### src/verilog/step_dir_pkg.sv
// Shared constants and carrier types for the step/direction output stage
package step_dir_pkg;
    // Register indices as printed; byte address is four times the index
    localparam logic [7:0] idx_global_config   = 8'h00;
    localparam logic [7:0] idx_step_dir_timing = 8'h10;
    localparam logic [7:0] idx_present_vel     = 8'h22;
    localparam logic [7:0] idx_velocity_cmd    = 8'h40;
    localparam logic [7:0] idx_microstep_pos   = 8'h41;

    // Field positions in global_config
    localparam int step_idle_level_bit   = 3;
    localparam int step_on_each_edge_bit = 4;
    localparam int dir_polarity_bit      = 5;
    localparam int invert_motion_bit     = 28;

    // Reset values
    localparam logic [31:0] global_config_rst = 32'h0000_0020;
    localparam logic [31:0] timing_rst        = 32'h0000_0000;
    localparam logic [23:0] velocity_rst      = 24'h00_0000;
    localparam logic [9:0]  microstep_rst     = 10'h000;

    // Rate of the step rate accumulator in clock cycles per velocity unit
    localparam int          clk_rate_hz       = 20_000_000;
    localparam logic [24:0] accum_modulus     = 25'(clk_rate_hz);

    // Timing fields taken from the timing register
    typedef struct packed {
        logic [15:0] dir_setup;
        logic [15:0] pulse_extra;
    } timing_t;

    // Configuration bits steering the output stage
    typedef struct packed {
        logic step_idle_level;
        logic step_on_each_edge;
        logic dir_polarity;
        logic invert_motion;
    } out_cfg_t;

    // Request from the motion side into the pulse stage
    typedef struct packed {
        logic valid;
        logic backward;
    } step_req_t;

    // Bus access decoded by the register slave
    typedef struct packed {
        logic        wr;
        logic        rd;
        logic [7:0]  idx;
        logic [31:0] wdata;
    } bus_acc_t;
endpackage

### src/verilog/avalon_reg_slave.sv
// Avalon-MM register slave front end with one wait state
`timescale 1ns/1ns
module avalon_reg_slave (
    // Clock and reset
    input  wire logic                    clk,
    input  wire logic                    reset_n,
    // Avalon-MM slave
    input  wire logic [9:0]              address,
    input  wire logic                    read,
    input  wire logic                    write,
    input  wire logic [31:0]             writedata,
    output logic                         waitrequest,
    // Decoded access, one cycle long
    output step_dir_pkg::bus_acc_t       acc
);
    logic busy_q, busy_d;   // Wait state flag

    // Hold waitrequest for one cycle, then release on the access cycle
    always_comb begin
        busy_d = (read || write) && !busy_q;
    end

    // Register stage
    always_ff @(posedge clk or negedge reset_n) begin
        if (!reset_n) begin
            busy_q <= 1'b0;
        end else begin
            busy_q <= busy_d;
        end
    end

    // Accept in the second cycle of any request
    assign waitrequest = (read || write) && !busy_q;
    assign acc.wr      = write && busy_q;
    assign acc.rd      = read && busy_q;
    assign acc.idx     = address[9:2];
    assign acc.wdata   = writedata;
endmodule

### src/verilog/step_dir_output_stage.sv
// Step and direction output stage with its register file
//
// Register access over Avalon-MM was left to the implementer.
`timescale 1ns/1ns
// Function
// RQ1: Step active for extra plus one cycles
// RQ2: No step for setup cycles after direction change
// RQ3: Direction frozen while step is active
// RQ4: Direction frozen extra plus one after pulse
// RQ5: Step output active high by default
// RQ6: Idle level bit inverts step output
// RQ7: Toggle mode: every edge is a step
// RQ8: Polarity bit set means high is negative
// RQ9: Direction follows microstep counter movement
// RQ10: Positive velocity steps forward through table
// RQ11: Invert bit reverses table direction
// RQ12: Velocity readable as signed 24 bit
// RQ13: One pulse per microstep, pending steps queued
// RQ14: Reset leaves outputs idle and forward
module step_dir_output_stage (
    // Clock and reset
    input  wire logic        clk,
    input  wire logic        reset_n,
    // Avalon-MM slave, byte address
    input  wire logic [9:0]  address,
    input  wire logic        read,
    input  wire logic        write,
    input  wire logic [31:0] writedata,
    output logic [31:0]      readdata,
    output logic             waitrequest,
    // Driver pins
    output logic             step_output_pin,
    output logic             direction_output_pin,
    // Observed state
    output logic [9:0]       microstep_counter
);
    // Stage sequence: idle, pulse, hold after pulse, direction setup
    typedef enum logic [1:0] {st_idle, st_pulse, st_hold, st_setup} st_t;

    step_dir_pkg::bus_acc_t  acc;        // Decoded bus access
    step_dir_pkg::step_req_t req;        // Step waiting for the stage
    step_dir_pkg::timing_t   tim;        // Timing fields
    step_dir_pkg::out_cfg_t  cfg;        // Output configuration
    logic [31:0] gconf_q, gconf_d;       // global_config
    logic [31:0] timing_q, timing_d;     // step_direction_timing
    logic [23:0] vel_q, vel_d;           // present_velocity
    logic [31:0] rdata_q, rdata_d;       // Read data latch
    st_t         st_q, st_d;             // Stage state
    logic [16:0] cnt_q, cnt_d;           // Phase counter, up to 2^16 - 1
    logic        dir_q, dir_d;           // Logical direction, 1 = backward
    logic        lvl_q, lvl_d;           // Raw step level before polarity
    logic        take;                   // Stage accepts the pending step
    logic        pos_load;               // Software preload of the counter

    // Register bus front end
    avalon_reg_slave u_bus (
        .clk         (clk),
        .reset_n     (reset_n),
        .address     (address),
        .read        (read),
        .write       (write),
        .writedata   (writedata),
        .waitrequest (waitrequest),
        .acc         (acc)
    );

    assign tim = step_dir_pkg::timing_t'(timing_q);
    // Members in struct order: idle level, toggle, polarity, invert
    assign cfg = {gconf_q[step_dir_pkg::step_idle_level_bit],
                  gconf_q[step_dir_pkg::step_on_each_edge_bit],
                  gconf_q[step_dir_pkg::dir_polarity_bit],
                  gconf_q[step_dir_pkg::invert_motion_bit]};
    assign pos_load = acc.wr && acc.idx == step_dir_pkg::idx_microstep_pos;

    // Velocity to step requests and microstep counter
    step_rate_gen u_rate (
        .clk               (clk),
        .reset_n           (reset_n),
        .velocity          (vel_q),
        .invert_motion     (cfg.invert_motion),
        .req               (req),
        .req_taken         (take),
        .pos_load          (pos_load),
        .pos_value         (acc.wdata[9:0]),
        .microstep_counter (microstep_counter)
    );

    // Register writes and read mux
    always_comb begin
        gconf_d  = gconf_q;
        timing_d = timing_q;
        vel_d    = vel_q;
        rdata_d  = rdata_q;
        if (acc.wr) begin
            case (acc.idx)
                step_dir_pkg::idx_global_config:   gconf_d  = acc.wdata;
                step_dir_pkg::idx_step_dir_timing: timing_d = acc.wdata;
                step_dir_pkg::idx_velocity_cmd:    vel_d    = acc.wdata[23:0];
                default: ;
            endcase
        end
        // Read word captured while waitrequest is still high
        if (read && waitrequest) begin
            case (acc.idx)
                step_dir_pkg::idx_global_config:   rdata_d = gconf_q;
                step_dir_pkg::idx_step_dir_timing: rdata_d = timing_q;
                // Signed velocity, sign extended into the upper byte [RQ12]
                step_dir_pkg::idx_present_vel:
                    rdata_d = {{8{vel_q[23]}}, vel_q};
                step_dir_pkg::idx_velocity_cmd:
                    rdata_d = {{8{vel_q[23]}}, vel_q};
                step_dir_pkg::idx_microstep_pos:
                    rdata_d = {22'h00_0000, microstep_counter};
                default: rdata_d = 32'h0000_0000;
            endcase
        end
    end

    // Register file storage
    always_ff @(posedge clk or negedge reset_n) begin
        if (!reset_n) begin
            gconf_q  <= step_dir_pkg::global_config_rst;
            timing_q <= step_dir_pkg::timing_rst;
            vel_q    <= step_dir_pkg::velocity_rst;
            rdata_q  <= 32'h0000_0000;
        end else begin
            gconf_q  <= gconf_d;
            timing_q <= timing_d;
            vel_q    <= vel_d;
            rdata_q  <= rdata_d;
        end
    end

    // Read word latched in the wait cycle, so readdata comes from a flop
    // and stands through the accept cycle; it is one cycle old by then
    assign readdata = rdata_q;

    // Stage sequencer
    always_comb begin
        st_d  = st_q;
        cnt_d = cnt_q;
        dir_d = dir_q;
        lvl_d = lvl_q;
        take  = 1'b0;
        // Leaving toggle mode must not strand the step at its active
        // level, or the next pulse would show no edge at all
        if (!cfg.step_on_each_edge && st_q != st_pulse) begin
            lvl_d = 1'b0; // [RQ5]
        end
        case (st_q)
            st_idle: begin
                if (req.valid) begin
                    if (req.backward != dir_q) begin
                        // Direction moves only with no pulse [RQ3] [RQ9]
                        dir_d = req.backward;
                        st_d  = st_setup;
                        cnt_d = {1'b0, tim.dir_setup};
                    end else begin
                        // Queued step is issued now [RQ13]
                        take  = 1'b1;
                        lvl_d = cfg.step_on_each_edge ? !lvl_q : 1'b1; // [RQ7]
                        st_d  = st_pulse;
                        cnt_d = {1'b0, tim.pulse_extra}; // [RQ1]
                    end
                end
            end
            st_setup: begin
                // Steps held back for the setup time [RQ2]
                if (cnt_q == 17'h0_0000 || cnt_q == 17'h0_0001) begin
                    st_d  = st_idle;
                    cnt_d = 17'h0_0000;
                end else begin
                    cnt_d = cnt_q - 17'h0_0001;
                end
            end
            st_pulse: begin
                if (cnt_q == 17'h0_0000) begin
                    if (!cfg.step_on_each_edge) begin
                        lvl_d = 1'b0;
                    end
                    st_d  = st_hold;
                    cnt_d = {1'b0, tim.pulse_extra};
                end else begin
                    cnt_d = cnt_q - 17'h0_0001;
                end
            end
            st_hold: begin
                // Direction kept after pulse end [RQ4]
                if (cnt_q == 17'h0_0000) begin
                    st_d = st_idle;
                end else begin
                    cnt_d = cnt_q - 17'h0_0001;
                end
            end
            default: st_d = st_idle;
        endcase
    end

    // Stage registers; reset puts the step idle and direction forward
    always_ff @(posedge clk or negedge reset_n) begin
        if (!reset_n) begin
            st_q  <= st_idle;
            cnt_q <= 17'h0_0000;
            dir_q <= 1'b0;   // [RQ14]
            lvl_q <= 1'b0;   // [RQ14]
        end else begin
            st_q  <= st_d;
            cnt_q <= cnt_d;
            dir_q <= dir_d;
            lvl_q <= lvl_d;
        end
    end

    // Pin levels: active high step unless idle bit set [RQ5] [RQ6]
    assign step_output_pin      = lvl_q ^ cfg.step_idle_level;
    // Polarity set: high means backward (negative) [RQ8]
    assign direction_output_pin = cfg.dir_polarity ? dir_q : !dir_q;

    // Checks
    property p_pulse_len;
        @(posedge clk) disable iff (!reset_n)
        (st_q == st_idle && st_d == st_pulse && tim.pulse_extra == 16'h0000)
        |=> st_q == st_pulse ##1 st_q == st_hold;
    endproperty
    a_pulse_len: assert property (p_pulse_len) // [RQ1]
        else $error("step pulse length wrong");
    property p_no_dir_in_pulse;
        @(posedge clk) disable iff (!reset_n)
        (st_q == st_pulse || st_q == st_hold) |=> $stable(dir_q);
    endproperty
    a_no_dir_in_pulse: assert property (p_no_dir_in_pulse) // [RQ3]
        else $error("direction moved during pulse");
    property p_hold_after;
        @(posedge clk) disable iff (!reset_n)
        (st_q == st_pulse && st_d == st_hold) |=> st_q == st_hold;
    endproperty
    a_hold_after: assert property (p_hold_after) // [RQ4]
        else $error("hold phase skipped");
    property p_setup;
        @(posedge clk) disable iff (!reset_n)
        $changed(dir_q) |-> st_q == st_setup && !take;
    endproperty
    a_setup: assert property (p_setup) // [RQ2]
        else $error("step right after direction change");
    property p_idle_level;
        @(posedge clk) disable iff (!reset_n)
        (st_q == st_idle && !cfg.step_on_each_edge &&
         !$past(cfg.step_on_each_edge))
        |-> step_output_pin == cfg.step_idle_level;
    endproperty
    a_idle_level: assert property (p_idle_level) // [RQ6]
        else $error("step idle level wrong");
    property p_toggle;
        @(posedge clk) disable iff (!reset_n)
        (take && cfg.step_on_each_edge) |=> $changed(lvl_q);
    endproperty
    a_toggle: assert property (p_toggle) // [RQ7]
        else $error("toggle step missing");
    property p_dir_pol;
        @(posedge clk) disable iff (!reset_n)
        direction_output_pin == (dir_q ~^ cfg.dir_polarity);
    endproperty
    a_dir_pol: assert property (p_dir_pol) // [RQ8]
        else $error("direction polarity wrong");
    property p_count;
        @(posedge clk) disable iff (!reset_n)
        (take && !pos_load) |=> microstep_counter != $past(microstep_counter);
    endproperty
    a_count: assert property (p_count) // [RQ13]
        else $error("step without counter move");
    c_pulse: cover property (@(posedge clk) st_q == st_pulse);
    c_setup: cover property (@(posedge clk) st_q == st_setup);
    property p_step_edge;
        @(posedge clk) disable iff (!reset_n)
        (take && !cfg.step_on_each_edge && !cfg.step_idle_level &&
         !acc.wr && !step_output_pin) |=> $rose(step_output_pin);
    endproperty
    a_step_edge: assert property (p_step_edge) // [RQ5]
        else $error("step without rising edge");
    property p_read_data;
        @(posedge clk) disable iff (!reset_n)
        (read && waitrequest) |=> acc.rd && readdata == $past(rdata_d);
    endproperty
    a_read_data: assert property (p_read_data) // [RQ12]
        else $error("read data not standing on accept");
    c_toggle: cover property (@(posedge clk) take && cfg.step_on_each_edge);
    c_inverted: cover property (@(posedge clk) take && cfg.step_idle_level);
    c_read: cover property (@(posedge clk) acc.rd);
endmodule

### src/verilog/step_rate_gen.sv
// Velocity to step request generator with a wrapping microstep position
`timescale 1ns/1ns
module step_rate_gen (
    // Clock and reset
    input  wire logic                    clk,
    input  wire logic                    reset_n,
    // Velocity and configuration
    input  wire logic [23:0]             velocity,
    input  wire logic                    invert_motion,
    // Handshake with the pulse stage
    output step_dir_pkg::step_req_t      req,
    input  wire logic                    req_taken,
    // Microstep counter preload and state
    input  wire logic                    pos_load,
    input  wire logic [9:0]              pos_value,
    output logic [9:0]                   microstep_counter
);
    logic [24:0] accum_q, accum_d;   // Phase accumulator
    logic        pend_q, pend_d;      // One step waiting for the stage
    logic        back_q, back_d;      // Its direction through the table
    logic [9:0]  microstep_counter_q, microstep_counter_d;    // Microstep position
    logic [23:0] speed;               // Magnitude of velocity
    logic [25:0] sum;

    // Next values; a step is only counted when the stage takes it
    always_comb begin
        speed   = velocity[23] ? 24'(-velocity) : velocity;
        sum     = {1'b0, accum_q} + {2'b00, speed};
        accum_d = accum_q;
        pend_d  = pend_q;
        back_d  = back_q;
        microstep_counter_d = microstep_counter_q;
        if (pend_q && req_taken) begin
            pend_d  = 1'b0;
            // Counter moves one unit per step [RQ13]
            microstep_counter_d = back_q ? microstep_counter_q - 10'h001 : microstep_counter_q + 10'h001;
        end
        // Accumulator stalls while a step still waits, so none is lost
        if (!pend_d && speed != 24'h00_0000) begin
            if (sum >= {1'b0, step_dir_pkg::accum_modulus}) begin
                accum_d = 25'(sum - {1'b0, step_dir_pkg::accum_modulus});
                pend_d  = 1'b1;
                // Sign of velocity picks the table direction [RQ10] [RQ11]
                back_d  = velocity[23] ^ invert_motion;
            end else begin
                accum_d = sum[24:0];
            end
        end
        if (pos_load) begin
            microstep_counter_d = pos_value;
        end
    end

    // Register stage
    always_ff @(posedge clk or negedge reset_n) begin
        if (!reset_n) begin
            accum_q <= 25'h000_0000;
            pend_q  <= 1'b0;
            back_q  <= 1'b0;
            microstep_counter_q <= step_dir_pkg::microstep_rst;
        end else begin
            accum_q <= accum_d;
            pend_q  <= pend_d;
            back_q  <= back_d;
            microstep_counter_q <= microstep_counter_d;
        end
    end

    assign req.valid         = pend_q;
    assign req.backward      = back_q;
    assign microstep_counter = microstep_counter_q;
endmodule
### config.mk
export PLATFORM = sky130hd
export DESIGN_NAME = step_dir_output_stage
export DESIGN_NICKNAME = d
export VERILOG_FILES = /design/src/verilog/step_dir_pkg.sv /design/src/verilog/avalon_reg_slave.sv /design/src/verilog/step_dir_output_stage.sv /design/src/verilog/step_rate_gen.sv
export SDC_FILE = /design/constraint.sdc
export NUM_CORES = 1
export LEC_CHECK = 0
export BUFFER_PORTS_ARGS = -buffer_cell sky130_fd_sc_hd__buf_2
export CORE_MARGIN = 2
export CORE_UTILIZATION = 50
export DETAILED_ROUTE_END_ITERATION = 7
export PLACE_DENSITY = 0.79
export SYNTH_ARGS = -nofsm -noshare
export SYNTH_HDL_FRONTEND = slang
export SYNTH_SLANG_ARGS = --single-unit
### constraint.sdc
create_clock -name clk -period 8.5 [get_ports clk]
set_clock_uncertainty 0.2 [all_clocks]
set_input_delay 0.85 -clock clk [delete_from_list [all_inputs] [get_ports clk]]
set_output_delay 0.85 -clock clk [all_outputs]
set_load 0.02 [all_outputs]
==> results of run 1 <==
-- metal layers --
| layer | global-route usage, % | up-vias | share of wire, % |
|---|---|---|---|
| met1 | 34.0 | 4764 | 43 |
| met3 | 3.44 | 67 | 5.2 |
| li1 | - | 4531 | - |
| met5 | 0 | - | 0 |
| met4 | 10.5 | 0 | 3.4 |
| met2 | 41.9 | 379 | 48 |
-- per-stage QoR --
step / hold WS (ns) / instance area (µm²) / setup slack [ns] / utilization, %
floorplan: 0.250 / 11200 / 3.15 / -
global placement: 0.260 / 11900 / 2.31 / 54.2
detailed placement: 0.266 / 11900 / 2.23 / 54.2
CTS: 0.281 / 12500 / 2.15 / 57.0
global route: 0.307 / 12500 / 1.47 / 57.0
finish: 0.278 / 12500 / 1.98 / 57.0
-- path summary, 6_finish.rpt --
kind                                                  end  slack (ns)  cells past startpoint
min in group asynchronous        readdata[29]$_DFFE_PN0P_        0.34                      1
max                        u_rate.accum_q[19]$_DFFE_PN0P_        1.98                     20
max reg2reg                u_rate.accum_q[19]$_DFFE_PN0P_        1.98                     20
max in group asynchronous            cnt_q[9]$_DFFE_PN0P_        6.20                      2
min reg2reg                      readdata[10]$_DFFE_PN0P_        0.28                      2
min                              readdata[10]$_DFFE_PN0P_        0.28                      2
-- worst reg2reg max path, stage by stage (launching register included) --
cell,delay (ns)
dfrtp_1,0.45
inv_1,0.10
ha_1,0.19
or4b_1,0.60
o41ai_1,0.40
xnor2_1,0.22
ha_1,0.36
a21oi_1,0.27
o21ai_0,0.24
a21oi_1,0.24
xnor2_1,0.18
inv_1,0.12
ha_1,0.15
nand2_1,0.06
nor3_1,0.23
nand4_1,0.13
or3_1,0.36
o31ai_1,0.59
o211ai_1,0.62
a2111oi_0,0.60
a311o_1,0.18
-- cells by family (layout without fill, tap and decap cells) --
family / Yosys count / count (layout) / share of synthesized area [%]
flip-flops: 179 / 179 / 40.1
multiplexers: 125 / 125 / 12.4
other: 0 / 2 / 0
adder cells (fa/ha/maj): 41 / 41 / 4.72
AND/OR/NAND/NOR: 335 / 335 / 15.0
AO/OA/AOI/OAI: 360 / 360 / 21.0
XOR/XNOR: 50 / 50 / 3.91
buffers and inverters: 87 / 156 / 3.02
-- power by group --
group | switching (W) | leakage (nW) | internal, W
clock network | 0.000338 | 0.296 | 0.000482
logic | 0.000851 | 3.00 | 0.000540
registers | 0.000138 | 2.39 | 0.000983
total | 0.00133 | 5.68 | 0.00200
-- flip-flops by register name, summed over array words and instances, names as in the netlist --
signal	count
u_bus.busy_q	1
cnt_q	17
u_rate.microstep_counter	10
dir_q	1
u_rate.accum_q	25
lvl_q	1
tim	32
gconf_q	32
u_rate.back_q	1
readdata	32
st_q	2
u_rate.pend_q	1
vel_q	24
-- Yosys cell counts (12+ instances only) --
master / number / share of area, %
a21oi_1: 77 / 3.4
and2_1: 14 / 0.78
a22o_1: 12 / 0.94
a21o_1: 13 / 0.87
a211oi_1: 13 / 0.87
dfrtp_1: 178 / 40
nor2_1: 63 / 2.1
xnor2_1: 40 / 3.1
mux2i_1: 20 / 1.8
mux2_2: 105 / 11
a221oi_1: 19 / 1.5
nor3_1: 28 / 1.3
clkbuf_1: 51 / 1.7
o21ai_0: 125 / 5.6
nand3_1: 16 / 0.72
nor4_1: 12 / 0.67
ha_1: 39 / 4.4
nand2b_1: 14 / 0.78
inv_1: 23 / 0.77
nand2_1: 115 / 3.9
-- area by class of cell --
cell class	count	area (µm²)
diodes	2	5.00
clock buffers	22	464
clock inverters	10	146
fillers	1891	9420
inverters	23	86.3
multi-input cells	911	6400
flip-flops and latches	179	4480
well taps	280	350
repair buffers	101	544
==> metrics.md, run 1 <==
| Metric | Value |
|---|---|
| Outcome | finished clean |
| Unrepaired setup endpoints after global routing | no |
| First-pass GRT wire length | 48900 µm |
| Maxcap violations | 0 |
| Hold_buf cts | 0 |
| Layout Cells excl Fill | 1528 |
| Register area share after synthesis | 40.1% |
| Vias in the first global route | 9285 |
| Highest clock rate | 0.153 GHz |
| Largest net degree at the start of global routing | 108 |
| Routed WL | 30000 µm |
| Most frequent CP cell | ha_1 |
| Crit-path max FO | 14 |
| Die Area | 23600 µm² |
| Post-synth EDFFs | 0 |
| Top FF cell, synth | dfrtp_1 |
| Async SR Flop Fraction | 100% |
| Warning count from the yosys run | 0 |
| GPL Wtd Cong | 0.955 |
| Syn Nets | 1264 |
| Crit start category | flip-flop |
| Post-synthesis register bit count | 179 |
| Skew-Pair Late Insertion Delay | 0.43 ns |
| CP arrival | 6.68 ns |
| Final period utilization | 76.6% |
| Most frequent cells in the layout | dfrtp_1, o21ai_0, nand2_1 |
| Crit. End Element | flip-flop |
| Gr ovfl total | 0 |
| Final Hold Viols | 0 |
| Initial Util | 51.1% |
| Iteration-0 DRC Markers | 938 |
| Synthesis-to-finish area growth | 11.5% |
| Final setup violating endpoints | 0 |
| Crit path buf inv count | 2 |
| Post-cts resize count | 0 |
| Setup_tns | 0 ns |
| Top delay family on crit path | compound AO/OA/AOI/OAI gates |
| Minimum clock period | 6.52 ns |
| Root buffer cell | clkbuf_16 |
| Peak VDD IR | 0.000164 V |
| Die Y | 154 µm |
| Postcts setup bufs | 0 |
| CP cell instances | inv_1, ha_1, or4b_1, o41ai_1, xnor2_1, ha_1, a21oi_1, o21ai_0, a21oi_1, xnor2_1, inv_1, ha_1, nand2_1, nor3_1, nand4_1, or3_1, o31ai_1, o211ai_1, a2111oi_0, a311o_1 |
| Total power draw | 0.00333 W |
| Worst-Margin Slew | 1.23 ns |
| Post-Syn Instances | 1177 |
| Residual DRC | 0 |
| Clock slew seen by the registers of the worst setup and hold paths | 0.06 ns |
| Row Count | 54 |
| Vias per inst | 6.38 |
| Total CTS buffers | 17 |
| Share of post-route cells with drive strength above 1 | 20.7% |
| Critical path's largest stage delay | 0.62 ns |
| GRT Util Overall | 25.5% |
| CTS sink count | 179 |
| Max clock buf depth | 2 |
| CTS tree | done |
| Nets | 1320 |
| Post-Syn Area | 11200 µm² |
| IO Pins | 91 |
| Worst rel slew slack | 18.0% |
| Core area | 21900 µm² |
| Yosys cell types | 77 |
| Post-Place Cells | 1494 |
| CP startpoint | vel_q[0]$_DFFE_PN0P_ |
| Critical Path RT | 8.66 ns |
| Critical path's slowest cell | o211ai_1 |
| Most common cell after layout, fill and taps aside | dfrtp_1 |
| H-tree depth | 4 |
| Leakage power | 5.68 nW |
| Critical path class | reg -> reg |
| PortBufs | 88 |
| Chip width | 154 µm |
| Slew Limit Fails | 0 |
| Hold Path Origin | readdata[10]$_DFFE_PN0P_ |
| Hold Path Class | reg -> reg |
| Mean Syn Cell Area | 9.50 µm² |
| Worst r2r src | vel_q[0]$_DFFE_PN0P_ |
| Antenna violations before repair | 2 |
| PD cells | 267 nW/µm² |
| First-pass DRT Iterations | 5 |
| DR WL/cell | 19.7 µm |
| Vias after detailed routing | 9741 |
| Post-route ant nets | 0 |
| Final HPWL DP | 21700 µm |
(Power assumes the default switching activity.)
==> run 2, diff against run 1 <==
Clock period 8.5 ns to 6.3 ns, I/O delays scaled along.
==> run 2 against run 1 <==
Effect of this change:
- global-route usage down 0.23 points
- via count decreased by 0.36%
- critical endpoint is now u_rate.accum_q[16]$_DFFE_PN0P_
- combinational power up 37%
- core utilization increased by 0.57 points
- largest power group unchanged
- non-clock buffer count up 11
- clock power increased by 33%
- hold slack worse by 0.040 ns
- worst setup slack worse by 1.7 ns
- first-iteration DRC count is 1.1% higher
- maximum frequency grew 9.0%
==> metrics.md, run 2 (same netlist as run 1, synthesis figures left out) <==
| Metric | Value |
|---|---|
| Outcome | finished clean (unchanged) |
| Hold Path Class | in -> reg (was reg -> reg) |
| Peak VDD IR | 0.000226 V (was 0.000164 V) |
| Critical path class | reg -> reg (unchanged) |
| Clock slew seen by the registers of the worst setup and hold paths | 0.07 ns (was 0.06 ns) |
| GRT Util Overall | 25.2% (was 25.5%) |
| IO Pins | 91 (unchanged) |
| Crit. End Element | flip-flop (unchanged) |
| First-pass DRT Iterations | 5 (unchanged) |
| Synthesis-to-finish area growth | 12.6% (was 11.5%) |
| Sw Share | 39.9% (was 39.8%) |
| Dpl cell area | 11900 µm² (about the same) |
| Vias after detailed routing | 9706 (was 9741) |
| Most frequent cells in the layout | dfrtp_1, o21ai_0, nand2_1 (unchanged) |
| Maxcap violations | 0 (unchanged) |
| H-tree depth | 4 (unchanged) |
| Final period utilization | 94.8% (was 76.6%) |
| Worst rel slew slack | 14.7% (was 18.0%) |
| Nets | 1331 (was 1320) |
| Vias per inst | 6.31 (was 6.38) |
| Minimum clock period | 5.98 ns (was 6.52 ns) |
| Crit-path max FO | 14 (unchanged) |
| Unrepaired setup endpoints after global routing | no (unchanged) |
| Clock power frac | 24.1% (was 24.6%) |
| Root buffer cell | clkbuf_16 (unchanged) |
| Die Y | 154 µm (unchanged) |
| Max clock buf depth | 2 (unchanged) |
| Crit start category | flip-flop (unchanged) |
| Highest clock rate | 0.167 GHz (was 0.153 GHz) |
| Chip width | 154 µm (unchanged) |
| Final HPWL DP | 21400 µm (was 21700 µm) |
| Gr ovfl total | 0 (unchanged) |
| Largest net degree at the start of global routing | 81 (was 108) |
| CTS tree | done (unchanged) |
| DR WL/cell | 19.4 µm (was 19.7 µm) |
| Share of post-route cells with drive strength above 1 | 22.0% (was 20.7%) |
| Total CTS buffers | 17 (unchanged) |
| Worst-Margin Slew | 1.28 ns (was 1.23 ns) |
| GPL Wtd Cong | 0.934 (was 0.955) |
| Most common cell after layout, fill and taps aside | dfrtp_1 (unchanged) |
| Iteration-0 DRC Markers | 948 (was 938) |
| Slew Limit Fails | 0 (unchanged) |
| Critical Path RT | 6.47 ns (was 8.66 ns) |
| Row Count | 54 (unchanged) |
| Logic pwr share | 42.3% (was 41.7%) |
| First-pass GRT wire length | 48600 µm (was 48900 µm) |
| Die Area | 23600 µm² (unchanged) |
| CP arrival | 6.14 ns (was 6.68 ns) |
| Skew-Pair Late Insertion Delay | 0.43 ns (about the same) |
| Setup_tns | 0 ns (unchanged) |
| Int Pwr | 0.00271 W (was 0.00200 W) |
| Final setup violating endpoints | 0 (unchanged) |
| Routed WL | 29800 µm (was 30000 µm) |
| Vias in the first global route | 9390 (was 9285) |
| Core area | 21900 µm² (unchanged) |
| Post-route ant nets | 0 (unchanged) |
| Initial Util | 51.1% (unchanged) |
| PortBufs | 88 (unchanged) |
| Residual DRC | 0 (unchanged) |
| Leakage power | 5.75 nW (was 5.68 nW) |
| Antenna violations before repair | 2 (unchanged) |
| Flop pwr share | 33.6% (about the same) |
| Final Hold Viols | 0 (unchanged) |
| CTS sink count | 179 (unchanged) |
| PD cells | 357 nW/µm² (was 267 nW/µm²) |
| Switching power of the nets | 0.00180 W (was 0.00133 W) |
| Post-route cell area | 12600 µm² (was 12500 µm²) |
==> run 2: area by class of cell <==
class | count | area (µm²)
multi-input combinational | 911 | 6440
tap | 280 | 350
timing repair buffer | 112 | 629
clock buffer | 22 | 484
antenna | 2 | 5.00
sequential | 179 | 4480
clock inverter | 10 | 120
inverter | 23 | 86.3
fill | 1862 | 9290
==> run 2: power by group through the flow <==
| stage | registers (W) | clock network, W | logic (W) |
|---|---|---|---|
| finish | 0.00151 | 0.00109 | 0.00190 |
| global route | 0.00154 | 0.00115 | 0.00212 |
| CTS | 0.00151 | 0.00109 | 0.00186 |
| detailed placement | 0.00152 | 0 | 0.00184 |
| global placement | 0.00152 | 0 | 0.00180 |
| floorplan | 0.00150 | 0 | 0.00141 |
==> run 2: critical path: stages (launching register included) <==
cell	delay, ns
dfrtp_1	0.48
or4_1	0.68
or3_4	0.42
o41ai_1	0.38
xnor2_1	0.23
ha_1	0.49
a21o_1	0.19
a31oi_1	0.06
o21ai_0	0.32
mux2_2	0.38
or4_1	0.71
and3_1	0.30
a211o_1	0.42
or4_1	0.55
nand3_1	0.09
==> run 2: worst paths after layout <==
path,from,end,slack [ns],depth (start not counted)
setup / recovery,vel_q[5]$_DFFE_PN0P_,u_rate.accum_q[16]$_DFFE_PN0P_,0.32,14
hold / removal,writedata[29],tim[29]$_DFFE_PN0P_,0.24,2
setup reg to reg,vel_q[5]$_DFFE_PN0P_,u_rate.accum_q[16]$_DFFE_PN0P_,0.32,14
hold reg to reg,readdata[31]$_DFFE_PN0P_,readdata[31]$_DFFE_PN0P_,0.28,2
max in group asynchronous,reset_n,u_rate.accum_q[3]$_DFFE_PN0P_,4.24,3
min in group asynchronous,reset_n,readdata[25]$_DFFE_PN0P_,0.39,2
==> run 2: metal layers <==
layer / GRT usage [%] / vias up / wire, µm
met2: 43.1 / 376 / 14500
li1: - / 4527 / -
met3: 4.11 / 58 / 1630
met4: 8.04 / 0 / 908
met1: 33.0 / 4745 / 12700
met5: 0 / - / 0
==> run 2: metrics by stage <==
step                      total power (W)  instances  utilization [%]  hold WS [ns]  worst slack (ns)
after floorplan                   0.00290       1177                -         0.134             0.951
after global placement            0.00332       1502             54.5         0.260             0.444
after detailed placement          0.00336       1502             54.5         0.266             0.363
after CTS                         0.00446       1535             57.3         0.232             0.346
after global routing              0.00481       1539             57.6         0.228            0.0432
final                             0.00450       1539             57.6         0.238             0.325
==> run 2: what timing repair did <==
action,in CTS,in global routing
hold buffers,1,0
setup endpoints to repair,0,11
resized for setup,0,9
hold endpoints to repair,19,0
setup buffers,0,2
